--- config.mk ---
export PLATFORM = sky130hd
export DESIGN_NAME = freq_select_watchdog_recovery
export DESIGN_NICKNAME = d
export VERILOG_FILES = /design/src/design/freq_select_pkg.sv /design/src/design/freq_select_watchdog_recovery.sv /design/src/design/wd_unit_tick.sv
export SDC_FILE = /design/constraint.sdc
export NUM_CORES = 1
export LEC_CHECK = 0
export ABC_AREA = 1
export BUFFER_PORTS_ARGS = -buffer_cell sky130_fd_sc_hd__clkbuf_2
export CAP_MARGIN = 20
export CORE_MARGIN = 2
export CORE_UTILIZATION = 45
export DETAILED_ROUTE_END_ITERATION = 16
export PLACE_DENSITY_LB_ADDON = 0.2
export SLEW_MARGIN = 20
export SYNTH_ARGS = -nofsm -noshare
export SYNTH_HDL_FRONTEND = slang
export SYNTH_SLANG_ARGS = --single-unit
--- constraint.sdc ---
create_clock -name clk_sys -period 2.7 [get_ports clk_sys]
set_input_delay 0.405 -clock clk_sys [delete_from_list [all_inputs] [get_ports clk_sys]]
set_output_delay 0.405 -clock clk_sys [all_outputs]
set_load 0.02 [all_outputs]
--- src/design/freq_select_pkg.sv ---
package freq_select_pkg;

    // ==================================================================
    // Control byte indices
    localparam logic [2:0] CB_CONTROL      = 3'h0;
    localparam logic [2:0] CB_RATIO_CODE   = 3'h1;
    localparam logic [2:0] CB_CPU_MUL      = 3'h2;
    localparam logic [2:0] CB_CPU_DIV      = 3'h3;
    localparam logic [2:0] CB_REC_MUL      = 3'h4;
    localparam logic [2:0] CB_REC_DIV      = 3'h5;
    localparam logic [2:0] CB_TIMEOUT      = 3'h6;
    localparam logic [2:0] CB_STRAP        = 3'h7;

    // ==================================================================
    // Control byte field positions
    localparam int BIT_PROG_EN         = 0;
    localparam int BIT_RATIO_OVERRIDE  = 1;
    localparam int BIT_RECOVERY_SOURCE = 2;
    localparam int BIT_WATCHDOG_RUN    = 3;
    localparam int BIT_UNIT_CHOICE     = 4;
    localparam int BIT_EXPIRED_FLAG    = 5;
    localparam int BIT_RECOVERY_ACTIVE = 6;

    // ==================================================================
    // Reset values
    localparam logic [7:0] MUL_RESET      = 8'h00;
    localparam logic [6:0] DIV_RESET      = 7'h00;
    localparam logic [4:0] CODE_RESET     = 5'h00;
    localparam logic [4:0] TIMEOUT_RESET  = 5'h00;

    // ==================================================================
    // Timing
    localparam longint CLK_HZ              = 40_000_000;
    localparam longint WATCHDOG_SHORT_MS   = 150;
    localparam longint WATCHDOG_LONG_MS    = 2500;
    localparam int unsigned WATCHDOG_SHORT_CYCLES = int'((WATCHDOG_SHORT_MS * CLK_HZ) / 1000);
    localparam int unsigned WATCHDOG_LONG_CYCLES  = int'((WATCHDOG_LONG_MS * CLK_HZ) / 1000);
    localparam int WATCHDOG_UNIT_CNT_W    = 27;
    localparam int STRAP_SETTLE_CYCLES    = 2;

    // ==================================================================
    // Carriers
    typedef struct packed {
        logic       en;
        logic [2:0] index;
        logic [7:0] data;
    } reg_wr_t;

    typedef struct packed {
        logic       programmed;
        logic [4:0] freqCode;
        logic [4:0] ratioCode;
        logic [7:0] multiplier;
        logic [6:0] divider;
    } pll_cmd_t;

    typedef enum logic [0:0] {
        WATCHDOG_IDLE,
        WATCHDOG_COUNTING
    } watchdog_state_t;

endpackage

--- src/design/freq_select_watchdog_recovery.sv ---
`timescale 1ns/100ps

// Overview of operation
// RQ1 - Program off, override 0: frequency comes from latched strap inputs.
// RQ2 - Program off, override 1: frequency comes from software five-bit ratio code.
// RQ3 - Gear constant and group ratio follow straps or ratio code per override.
// RQ4 - Program on: CPU frequency from multiplier, divider and gear constant.
// RQ5 - Any write to multiplier or divider starts a load; host writes both together.
// RQ6 - Program on: CPU, AGP, PCI ratio follows straps or ratio code per override.
// RQ7 - Watchdog time-out switches CPU output to a recovery frequency.
// RQ8 - Recovery source 0 uses latched straps, 1 uses recovery multiplier and divider.
// RQ9 - Recovery source 1 computes recovery frequency from recovery multiplier and divider.
// RQ10 - Recovery ratio follows straps or ratio code per override.
// RQ11 - Any write to either recovery value starts a load; host writes both together.
// RQ12 - Watchdog run 0 stops the counter and reloads the time-out value.
// RQ13 - Watchdog run 1 counts down only after a frequency change.
// RQ14 - Count reaching zero sets the sticky expired flag.
// RQ15 - Expired flag reads 1 after time-out; writing 1 clears, 0 ignored.
// RQ16 - Time-out held as five-bit field in prescaler units.
// RQ17 - Short unit gives time-outs from 150 ms to 4.8 s.
// RQ18 - Long unit gives time-outs from 2.5 s to 80 s.
// RQ19 - Field value v means v+1 prescaler units.
// RQ20 - Unit choice 0 is the 150 ms unit, 1 the 2.5 s unit.
module freq_select_watchdog_recovery #(
    parameter int unsigned SHORT_UNIT_CYCLES = freq_select_pkg::WATCHDOG_SHORT_CYCLES,
    parameter int unsigned LONG_UNIT_CYCLES  = freq_select_pkg::WATCHDOG_LONG_CYCLES,
    parameter int          UNIT_CNT_W        = freq_select_pkg::WATCHDOG_UNIT_CNT_W
) (
    input  wire logic                      clk_sys,
    input  wire logic                      rst,
    input  freq_select_pkg::reg_wr_t       regWr,
    input  wire logic [2:0]                rdIndex,
    output logic [7:0]                     rdData,
    input  wire logic [4:0]                strapFreqInputs,
    output freq_select_pkg::pll_cmd_t      pllCmd,
    output logic                           freqLoad,
    output logic                           recoveryActive,
    output logic                           watchdogExpired
);

    function automatic logic isWrite(input freq_select_pkg::reg_wr_t wr, input logic [2:0] idx);
        isWrite = wr.en && (wr.index == idx);
    endfunction

    // ==================================================================
    // Strap capture
    logic [4:0] strapSync1_q;
    logic [4:0] strapSync2_q;
    logic [4:0] strapLatched_q;
    logic [1:0] strapSettle_q;
    logic       strapDone_q;
    logic       strapTake;

    assign strapTake = !strapDone_q && (strapSettle_q == 2'(freq_select_pkg::STRAP_SETTLE_CYCLES));

    always_ff @(posedge clk_sys)
    begin
        if (rst)
        begin
            strapSync1_q   <= 5'h0;
            strapSync2_q   <= 5'h0;
            strapLatched_q <= freq_select_pkg::CODE_RESET;
            strapSettle_q  <= 2'h0;
            strapDone_q    <= 1'b0;
        end
        else
        begin
            strapSync1_q <= strapFreqInputs;
            strapSync2_q <= strapSync1_q;
            if (!strapDone_q)
                strapSettle_q <= strapSettle_q + 2'h1;
            if (strapTake)
            begin
                strapLatched_q <= strapSync2_q;
                strapDone_q    <= 1'b1;
            end
        end
    end

    // ==================================================================
    // Control bytes
    logic       progFreqEn_q;
    logic       ratioSourceOverride_q;
    logic       recoverySourceChoice_q;
    logic       watchdogRun_q;
    logic       watchdogUnitChoice_q;
    logic [4:0] ratioCode_q;
    logic [7:0] cpuMultiplier_q;
    logic [6:0] cpuDivider_q;
    logic [7:0] recoveryMultiplier_q;
    logic [6:0] recoveryDivider_q;
    logic [4:0] watchdogTimeoutCount_q;
    logic       watchdogExpiredFlag_q;
    logic       watchdogExpiredFlag_d;
    logic       recoveryActive_q;
    logic       recoveryActive_d;
    logic       ctrlWrite;
    logic       flagClear;
    logic       expire;

    assign ctrlWrite = isWrite(regWr, freq_select_pkg::CB_CONTROL);
    assign flagClear = ctrlWrite && regWr.data[freq_select_pkg::BIT_EXPIRED_FLAG]; // [RQ15]
    // A time-out in the clearing cycle wins over the clear.
    assign watchdogExpiredFlag_d = expire || (watchdogExpiredFlag_q && !flagClear); // [RQ14] [RQ15]
    assign recoveryActive_d      = expire || (recoveryActive_q && !flagClear); // [RQ7]

    always_ff @(posedge clk_sys)
    begin
        if (rst)
        begin
            progFreqEn_q           <= 1'b0;
            ratioSourceOverride_q  <= 1'b0;
            recoverySourceChoice_q <= 1'b0;
            watchdogRun_q          <= 1'b0;
            watchdogUnitChoice_q   <= 1'b0;
            ratioCode_q            <= freq_select_pkg::CODE_RESET;
            cpuMultiplier_q        <= freq_select_pkg::MUL_RESET;
            cpuDivider_q           <= freq_select_pkg::DIV_RESET;
            recoveryMultiplier_q   <= freq_select_pkg::MUL_RESET;
            recoveryDivider_q      <= freq_select_pkg::DIV_RESET;
            watchdogTimeoutCount_q <= freq_select_pkg::TIMEOUT_RESET;
            watchdogExpiredFlag_q  <= 1'b0;
            recoveryActive_q       <= 1'b0;
        end
        else
        begin
            if (ctrlWrite)
            begin
                progFreqEn_q           <= regWr.data[freq_select_pkg::BIT_PROG_EN];
                ratioSourceOverride_q  <= regWr.data[freq_select_pkg::BIT_RATIO_OVERRIDE];
                recoverySourceChoice_q <= regWr.data[freq_select_pkg::BIT_RECOVERY_SOURCE];
                watchdogRun_q          <= regWr.data[freq_select_pkg::BIT_WATCHDOG_RUN];
                watchdogUnitChoice_q   <= regWr.data[freq_select_pkg::BIT_UNIT_CHOICE];
            end
            if (isWrite(regWr, freq_select_pkg::CB_RATIO_CODE))
                ratioCode_q <= regWr.data[4:0];
            if (isWrite(regWr, freq_select_pkg::CB_CPU_MUL))
                cpuMultiplier_q <= regWr.data;
            if (isWrite(regWr, freq_select_pkg::CB_CPU_DIV))
                cpuDivider_q <= regWr.data[6:0];
            if (isWrite(regWr, freq_select_pkg::CB_REC_MUL))
                recoveryMultiplier_q <= regWr.data;
            if (isWrite(regWr, freq_select_pkg::CB_REC_DIV))
                recoveryDivider_q <= regWr.data[6:0];
            if (isWrite(regWr, freq_select_pkg::CB_TIMEOUT))
                watchdogTimeoutCount_q <= regWr.data[4:0]; // [RQ16]
            watchdogExpiredFlag_q <= watchdogExpiredFlag_d;
            recoveryActive_q      <= recoveryActive_d;
        end
    end

    // ==================================================================
    // Frequency selection
    freq_select_pkg::pll_cmd_t cmdNext;
    freq_select_pkg::pll_cmd_t pllCmd_q;
    logic [4:0] activeRatio;
    logic       normalProgram;
    logic       recoveryProgram;
    logic       activePairWrite;
    logic       pairTouched_q;
    logic       freqLoad_q;

    assign activeRatio     = ratioSourceOverride_q ? ratioCode_q : strapLatched_q; // [RQ3] [RQ6] [RQ10]
    assign normalProgram   = !recoveryActive_q && progFreqEn_q;
    assign recoveryProgram = recoveryActive_q && recoverySourceChoice_q; // [RQ8]

    assign cmdNext.programmed = normalProgram || recoveryProgram; // [RQ4] [RQ9]
    // Strap source in recovery ignores the override for the frequency itself.
    assign cmdNext.freqCode   = recoveryActive_q ? strapLatched_q : activeRatio; // [RQ1] [RQ2] [RQ8]
    assign cmdNext.ratioCode  = activeRatio;
    assign cmdNext.multiplier = recoveryActive_q ? recoveryMultiplier_q : cpuMultiplier_q; // [RQ9]
    assign cmdNext.divider    = recoveryActive_q ? recoveryDivider_q : cpuDivider_q; // [RQ4]

    // Rewriting an equal value still counts as an update that reloads.
    assign activePairWrite =
        (normalProgram && (isWrite(regWr, freq_select_pkg::CB_CPU_MUL) ||
                           isWrite(regWr, freq_select_pkg::CB_CPU_DIV))) || // [RQ5]
        (recoveryProgram && (isWrite(regWr, freq_select_pkg::CB_REC_MUL) ||
                             isWrite(regWr, freq_select_pkg::CB_REC_DIV))); // [RQ11]

    always_ff @(posedge clk_sys)
    begin
        if (rst)
        begin
            pllCmd_q      <= '0;
            pairTouched_q <= 1'b0;
            freqLoad_q    <= 1'b0;
        end
        else
        begin
            pllCmd_q      <= cmdNext;
            pairTouched_q <= activePairWrite;
            freqLoad_q    <= pairTouched_q || (cmdNext != pllCmd_q); // [RQ5] [RQ11]
        end
    end

    // ==================================================================
    // Watchdog
    freq_select_pkg::watchdog_state_t wdState_q;
    freq_select_pkg::watchdog_state_t wdState_d;
    logic [5:0] wdRemain_q;
    logic [5:0] wdRemain_d;
    logic [5:0] wdReload;
    logic       unitTick;
    logic       arm;

    assign wdReload = {1'b0, watchdogTimeoutCount_q} + 6'h01; // [RQ19]
    // Entering recovery changes the frequency but must not re-arm.
    assign arm      = watchdogRun_q && freqLoad_q && !recoveryActive_q; // [RQ13]
    assign expire   = (wdState_q == freq_select_pkg::WATCHDOG_COUNTING) && watchdogRun_q &&
                      !arm && unitTick && (wdRemain_q == 6'h01); // [RQ14]

    always_comb
    begin
        wdState_d  = wdState_q;
        wdRemain_d = wdRemain_q;
        unique case (wdState_q)
            freq_select_pkg::WATCHDOG_IDLE:
            begin
                if (!watchdogRun_q)
                    wdRemain_d = wdReload; // [RQ12]
                else if (arm)
                begin
                    wdState_d  = freq_select_pkg::WATCHDOG_COUNTING; // [RQ13]
                    wdRemain_d = wdReload;
                end
            end
            freq_select_pkg::WATCHDOG_COUNTING:
            begin
                if (!watchdogRun_q)
                begin
                    wdState_d  = freq_select_pkg::WATCHDOG_IDLE; // [RQ12]
                    wdRemain_d = wdReload;
                end
                else if (arm)
                    wdRemain_d = wdReload;
                else if (unitTick)
                begin
                    wdRemain_d = wdRemain_q - 6'h01;
                    if (wdRemain_q == 6'h01)
                        wdState_d = freq_select_pkg::WATCHDOG_IDLE;
                end
            end
        endcase
    end

    always_ff @(posedge clk_sys)
    begin
        if (rst)
        begin
            wdState_q  <= freq_select_pkg::WATCHDOG_IDLE;
            wdRemain_q <= 6'h01;
        end
        else
        begin
            wdState_q  <= wdState_d;
            wdRemain_q <= wdRemain_d;
        end
    end

    wd_unit_tick #(
        .SHORT_CYCLES (SHORT_UNIT_CYCLES),
        .LONG_CYCLES  (LONG_UNIT_CYCLES),
        .CNT_W        (UNIT_CNT_W)
    ) unitTicker (
        .clk_sys  (clk_sys),
        .rst      (rst),
        .run      (wdState_q == freq_select_pkg::WATCHDOG_COUNTING),
        .restart  (arm),
        .longUnit (watchdogUnitChoice_q), // [RQ17] [RQ18] [RQ20]
        .tick     (unitTick)
    );

    // ==================================================================
    // Readback
    logic [7:0] ctrlByte;
    logic [7:0] rdNext;
    logic [7:0] rdData_q;

    assign ctrlByte = {1'b0, recoveryActive_q, watchdogExpiredFlag_q, watchdogUnitChoice_q,
                       watchdogRun_q, recoverySourceChoice_q, ratioSourceOverride_q,
                       progFreqEn_q}; // [RQ15]
    assign rdNext =
        (rdIndex == freq_select_pkg::CB_CONTROL)    ? ctrlByte :
        (rdIndex == freq_select_pkg::CB_RATIO_CODE) ? {3'h0, ratioCode_q} :
        (rdIndex == freq_select_pkg::CB_CPU_MUL)    ? cpuMultiplier_q :
        (rdIndex == freq_select_pkg::CB_CPU_DIV)    ? {1'b0, cpuDivider_q} :
        (rdIndex == freq_select_pkg::CB_REC_MUL)    ? recoveryMultiplier_q :
        (rdIndex == freq_select_pkg::CB_REC_DIV)    ? {1'b0, recoveryDivider_q} :
        (rdIndex == freq_select_pkg::CB_TIMEOUT)    ? {3'h0, watchdogTimeoutCount_q} :
                                                      {3'h0, strapLatched_q};

    always_ff @(posedge clk_sys)
    begin
        if (rst)
            rdData_q <= 8'h00;
        else
            rdData_q <= rdNext;
    end

    assign rdData          = rdData_q;
    assign pllCmd          = pllCmd_q;
    assign freqLoad        = freqLoad_q;
    assign recoveryActive  = recoveryActive_q;
    assign watchdogExpired = watchdogExpiredFlag_q;
endmodule // freq_select_watchdog_recovery

--- src/design/wd_unit_tick.sv ---
`timescale 1ns/100ps

// Produces one pulse per elapsed watchdog unit while running.
module wd_unit_tick #(
    parameter int unsigned SHORT_CYCLES = freq_select_pkg::WATCHDOG_SHORT_CYCLES,
    parameter int unsigned LONG_CYCLES  = freq_select_pkg::WATCHDOG_LONG_CYCLES,
    parameter int          CNT_W        = freq_select_pkg::WATCHDOG_UNIT_CNT_W
) (
    input  wire logic clk_sys,
    input  wire logic rst,
    input  wire logic run,
    input  wire logic restart,
    input  wire logic longUnit,
    output logic      tick
);

    logic [CNT_W-1:0] count_q;
    logic [CNT_W-1:0] count_d;
    logic [CNT_W-1:0] lastCount;
    logic             wrap;
    logic             tick_q;

    assign lastCount = longUnit ? CNT_W'(LONG_CYCLES - 1) : CNT_W'(SHORT_CYCLES - 1);
    assign wrap      = run && !restart && (count_q >= lastCount);
    assign count_d   = (!run || restart || wrap) ? '0 : count_q + CNT_W'(1);
    assign tick      = tick_q;

    always_ff @(posedge clk_sys)
    begin
        if (rst)
        begin
            count_q <= '0;
            tick_q  <= 1'b0;
        end
        else
        begin
            count_q <= count_d;
            tick_q  <= wrap;
        end
    end

endmodule // wd_unit_tick

=== Word-level counts from Yosys, hierarchy flattened ===
Cells that the tools add are included.
W data, S select, Z words.

* Bits in registers: 136
* Output and inout bits: 37
* Logic and storage cells: 121

* Add/sub/neg operators: 4
* Order comparisons: 1
* Equality and inequality tests: 17
* Multiplexer cells: 25
* Bitwise gates (word level): 1
* Reductions and logical operators: 42

{| class="wikitable"
|+ Operator list
! kind !! number
|-
| $mux W8 || 4
|-
| $mux W6 || 5
|-
| $mux W7 || 4
|-
| $add A27 B1 Y27 const B || 1
|-
| $ge A27 B27 Y1 || 1
|-
| $mux W27 || 1
|-
| $ne A26 B26 Y1 || 1
|-
| $logic_and A1 B1 Y1 || 23
|-
| $eq A3 B3 Y1 const B || 6
|-
| $mux W5 || 3
|-
| $eq A3 B2 Y1 const B || 4
|-
| $pmux W6 S2 || 1
|-
| $logic_or A1 B1 Y1 || 9
|-
| $add A5 B1 Y6 const B || 1
|-
| $eq A3 B1 Y1 const B || 2
|-
| $eq A6 B1 Y1 const B || 1
|-
| $logic_not A3 Y1 || 2
|-
| $mux W1 || 6
|-
| $sub A6 B1 Y6 const B || 1
|-
| $logic_not A1 Y1 || 5
|-
| $ne A4 B2 Y1 const B || 1
|-
| $ne A3 B2 Y1 const B || 1
|-
| $reduce_or A3 Y1 || 1
|-
| $add A2 B1 Y2 const B || 1
|-
| other kinds (5) || 5
|}

=== Depth between registers and ports, before layout ===
* Depth in word-level cells: 8
* Mapped depth: 12
* Gate-level depth less buffers: 11

=== By module ===
From an unflattened synthesis, not the netlist that was laid out.

* Cells, all modules: 991
* Area total of the unflattened synthesis: 6814.0 µm²

{| class="wikitable"
|+ By module, submodules not included
! module !! times used !! cells each !! area each (µm²)
|-
| freq_select_watchdog_recovery || 1 || 713 || 4919.7
|-
| wd_unit_tick || 1 || 278 || 1894.3
|}

=== Least setup slack after synthesis ===
Ideal clock, no wire load.

* Path kind: register -> register
* Start point: register watchdogUnitChoice_q
* End point: register unitTicker.count_q[16]
* Arrival: 1.715 ns
* Required time: 2.584 ns
* Slack: 0.869 ns
* Stages on the path, launching flop included: 13
* Buffers on the path: 1
* Period minus slack after synthesis: 1.831 ns
* Cells stage by stage: dfxtp_1 -> inv_1 -> ha_1 -> inv_1 -> nor3_1 -> nand2_1 -> nor2_1 -> nand2_1 -> nand2_1 -> nor2_1 -> nand3b_4 -> buf_6 -> nor2_1

* Cells in the longest elaborated chain, start to end: 5

{| class="wikitable"
|+ RTL lines
! what !! RTL line !! text
|-
| from (decl) || freq_select_watchdog_recovery.sv:86 || <nowiki>logic watchdogUnitChoice_q;</nowiki>
|-
| from (signal assigned) || freq_select_watchdog_recovery.sv:133 || <nowiki>watchdogUnitChoice_q <= regWr.data[freq_select_pkg::BIT_UNIT_CHOICE];</nowiki>
|-
| $mux W27 || wd_unit_tick.sv:23 || <nowiki>assign lastCount = longUnit ? CNT_W'(LONG_CYCLES - 1) : CNT_W'(SHORT_CYCLES - 1);</nowiki>
|-
| $ge A27 B27 Y1 || wd_unit_tick.sv:24 || <nowiki>assign wrap = run && !restart && (count_q >= lastCount);</nowiki>
|-
| $logic_and A1 B1 Y1 || wd_unit_tick.sv:24 ||
|-
| $logic_or A1 B1 Y1 || wd_unit_tick.sv:25 || <nowiki>assign count_d = (!run || restart || wrap) ? '0 : count_q + CNT_W'(1);</nowiki>
|-
| $reduce_or A2 Y1 (no line) || n/a ||
|-
| to (signal assigned) || wd_unit_tick.sv:37 || <nowiki>count_q <= count_d;</nowiki>
|-
| to (decl) || wd_unit_tick.sv:17 || <nowiki>logic [CNT_W-1:0] count_q;</nowiki>
|}

Every way passes these cells.
A chain may end at the register's enable or synchronous reset.

=== Final worst setup path ===
* Start point: register watchdogUnitChoice_q
* End point: register unitTicker.count_q[25]

The elaborated chain is that of the path after synthesis.

==> summary.md <==
| Metric | Value |
|---|---|
| Clk_skew | `~0.01 ns` |
| Clock buffer depth | `2` |
| GRT Util Overall | `0.235` |
| Final net count | `approximately 1100` |
| Resized cells post-CTS | `0` |
| Slew HR | `0.603` |
| Mux cell area share after synthesis | `0` |
| Max frequency | `464 MHz` |
| Iter 0 DRT Violations | `683` |
| Crit path kind | `reg -> reg` |
| Sw Ratio | `0.269` |
| Pleak | `around 3.4 nW` |
| Most common cell on crit path | `nand2_1` |
| Critical Path RT | `approximately 3.1 ns` |
| Die ar. | `approximately 16000 sq um` |
| Final ANT Viol Nets | `0` |
| Status | `completed` |
| Setup bufs post-CTS | `0` |
| H-tree level count | `4` |
| # setup viols final | `0` |
| Synthesized area per cell | `approximately 6.9 sq um` |
| Hold Path Class | `in -> reg` |
| Clock power frac | `0.463` |
| Power Density | `about 690 nW/um^2` |
| DRC viols | `0` |
| Largest family of logic cells by synthesized area | `simple AND/OR/NAND/NOR gates` |
| CTS Buf Count | `17` |
| Fill cell count | `about 1500` |
| Syn Nets | `roughly 1000` |
| Delay-heaviest family, CP | `simple AND/OR/NAND/NOR gates` |
| # diodes | `0` |
| Vias in the first global route | `~5500` |
| Core Region | `approximately 15000 sq um` |
| Max VDD drop | `469 uV` |
| Simple-Gate Fraction of Synth Area | `0.280` |
| Seq pwr share | `0.413` |
| Layout cells sized above 1 | `0.110` |
| Global-route wire length before repair | `~30 mm` |
| CP Capture Type | `flop` |
| Port bufs | `58` |
| Critical-path cell list | `inv_1 -> ha_1 -> nand2_1 -> inv_1 -> nand3b_1 -> nor3_2 -> nand2_1 -> nand2_1 -> nor2_1 -> nand3b_4 -> nor2_1` |
| Wirelength, routed | `18.2 mm` |
| Slowest CP cell | `dfxtp_1` |
| Die Width | `126 um` |
| Initial Util | `0.460` |
| Post-synth EDFFs | `0` |
| Nature of the critical path startpoint | `flop` |
| Seq/Total Area, Yosys | `0.407` |
| Period utilization | `0.798` |
| Clock Latency Late Sink | `approximately 0.43 ns` |
| Synth Area in XOR/XNOR | `0.0380` |
| Worst-path fanout max | `27` |
| Clock Sinks | `roughly 140` |
| Worst-Margin Slew | `around 0.6 ns` |
| Root Buffer | `clkbuf_16` |
| Hold Fails Final Rpt | `0` |
| Multi-input logic area | `between 3000 and 4000 sq um` |
| Reg clk slew, reported paths | `roughly 0.060 ns` |
| I/O pin count | `59` |
| Overflow after GRT | `0` |
| Vias per inst | `a little over 5` |
| Total of max-cap violations | `0` |
| Initial antenna violation count | `0` |
| PnR worst setup slack | `0.546 ns` |
| Num rows | `44` |
| Unique masters post-synth | `37` |
| Internal power | `3.92 mW` |
| Sw Pwr | `~1.4 mW` |
| CP max stage delay | `between 0.4 and 0.5 ns` |
| TritonCTS clock tree | `yes` |
| Drt pass-1 iters | `5` |
| Top FF cell, synth | `dfxtp_1` |
| Final min period | `2.15 ns` |
| FFs w/ async S/R, synth | `0` |
| Pre-CTS setup slack | `between 0.5 and 0.6 ns` |
| WL per Instance | `between 10 and 15 um` |
| Final TNS setup | `0 ns` |
| Dpl hpwl | `~13 mm` |
| Routability Congestion | `0.893` |
| Die Span Y | `~130 um` |
| Min Hold Slack | `0.160 ns` |
| Largest net degree at the start of global routing | `62` |
| Synth Instances | `973` |
| Post-Synthesis Cell Area | `roughly 6700 sq um` |
| Total power | `between 5 and 6 mW` |
| Unrepaired setup endpoints after global routing | `false` |
| Ys Warns | `0` |
| P&R area growth vs syn | `16.3%` |
| FF/Latch Area | `between 2000 and 3000 sq um` |
| Via count | `approximately 6300` |
| WP buf/inv | `2` |
| Compound-Gate Fraction of Synth Area | `0.149` |
| CP Data Arrival Time | `2.50 ns` |
| Gate power share | `0.125` |
| Max Slew Vio Count | `0` |
| Adder-cell share of the synthesized area | `0.0337` |
| Seq cells post-synth | `136` |
| Hold buffer count at CTS | `0` |
[cell usage in the layout, fill, tap and decap left out, drive strengths merged, types with 12 or more instances in the layout]
cell type,netlist,layout
a21oi,93,93
clkbuf,13,80
dfxtp,136,136
ha,18,18
inv,132,133
nand2,206,206
nand3,43,43
nand3b,12,12
nand4,13,13
nor2,145,145
nor3,19,19
o21ai,88,88
xor2,18,18
[path summary, 6_finish.rpt]
kind / to / startpoint / depth (start not counted) / slack [ns]
setup / recovery: unitTicker.count_q[25]$_SDFF_PP0_ / watchdogUnitChoice_q$_SDFFE_PP0P_ / 11 / 0.55
hold / removal: strapSync1_q[2]$_SDFF_PP0_ / strapFreqInputs[2] / 3 / 0.16
setup reg to reg: unitTicker.count_q[25]$_SDFF_PP0_ / watchdogUnitChoice_q$_SDFFE_PP0P_ / 11 / 0.55
hold reg to reg: strapSync2_q[1]$_SDFF_PP0_ / strapSync1_q[1]$_SDFF_PP0_ / 2 / 0.40
[worst reg2reg max path, stage by stage, from the launching register on]
cell and delay, ns:
dfxtp_1 0.43, inv_1 0.22, ha_1 0.35, nand2_1 0.08
inv_1 0.04, nand3b_1 0.12, nor3_2 0.05, nand2_1 0.05
nand2_1 0.04, nor2_1 0.20, nand3b_4 0.31, nor2_1 0.19
[metrics by stage]
stage,instance area (sq um),utilization,instances
3_3_place_gp,7140,0.491,1198
5_1_grt,7770,0.535,1230
3_5_place_dp,7140,0.491,1198
6_report,7770,0.535,1230
2_1_floorplan,6680,-,973
4_1_cts,7770,0.535,1230
[layout make-up]
| class | count | area share |
|---|---|---|
| clock inverter | 10 | 0.0180 |
| timing repair buffer | 64 | 0.0431 |
| multi-input combinational | 681 | 0.431 |
| clock buffer | 22 | 0.0636 |
| inverter | 133 | 0.0642 |
| sequential | 136 | 0.350 |
| tap | 184 | 0.0296 |
[registers in the layout (all words and copies together) (netlist names), 2 cells and up]
register,count
unitTicker.count_q,27
pllCmd,26
cpuMultiplier_q,8
rdData,8
recoveryMultiplier_q,8
cpuDivider_q,7
recoveryDivider_q,7
wdRemain_q,6
ratioCode_q,5
strapLatched_q,5
strapSync1_q,5
strapSync2_q,5
watchdogTimeoutCount_q,5
strapSettle_q,2
[metal layers]
metal | global-route usage | wire length (um) | part of all wire | up-vias
li1 | - | - | - | 3248
met1 | 0.347 | 9030 | 0.49 | 2824
met2 | 0.345 | 7700 | 0.42 | 189
met3 | 0.0450 | 1250 | 0.069 | 23
met4 | 0.0763 | 253 | 0.014 | 0
met5 | 0 | 0 | 0 | -
[cells in the mapped netlist (2+ instances only)]
cell type,count,area (sq um)
nand3b_1,11,82.6
xnor2_1,11,96.3
and2_1,2,12.5
xor2_1,18,158
nor2_1,141,529
inv_1,127,477
inv_2,5,18.8
nor3_2,2,20.0
ha_1,18,225
nand2_1,203,762
nand3_2,2,20.0
nand2_2,3,18.8
nand3_1,41,205
o21ai_0,86,430
clkbuf_1,13,48.8
nor2_2,3,18.8
dfxtp_1,136,2720
nor3_1,17,85.1
o22ai_1,2,12.5
buf_2,7,35.0
o21bai_1,4,30.0
nand4_1,13,81.3
a21oi_1,93,465
buf_6,2,22.5
[power groups by stage]
stage                     Clock (mW)  Combinational, mW  Sequential, mW
after floorplan                    0              0.416            2.26
after global placement             0              0.653            2.25
after global routing            2.58              0.760            2.22
final                           2.48              0.668            2.21
after detailed placement           0              0.656            2.25
after CTS                       2.50              0.663            2.21
[kinds of logic after synthesis]
| logic type | count (synthesis) |
|---|---|
| and+or+nand+nor | 441 |
| AOI/OAI and AO/OA | 193 |
| buffers and inverters | 156 |
| DFF | 136 |
| xor gates and xnor gates | 29 |
| adders and majority gates | 18 |
Power figures use the tool's default switching activity.
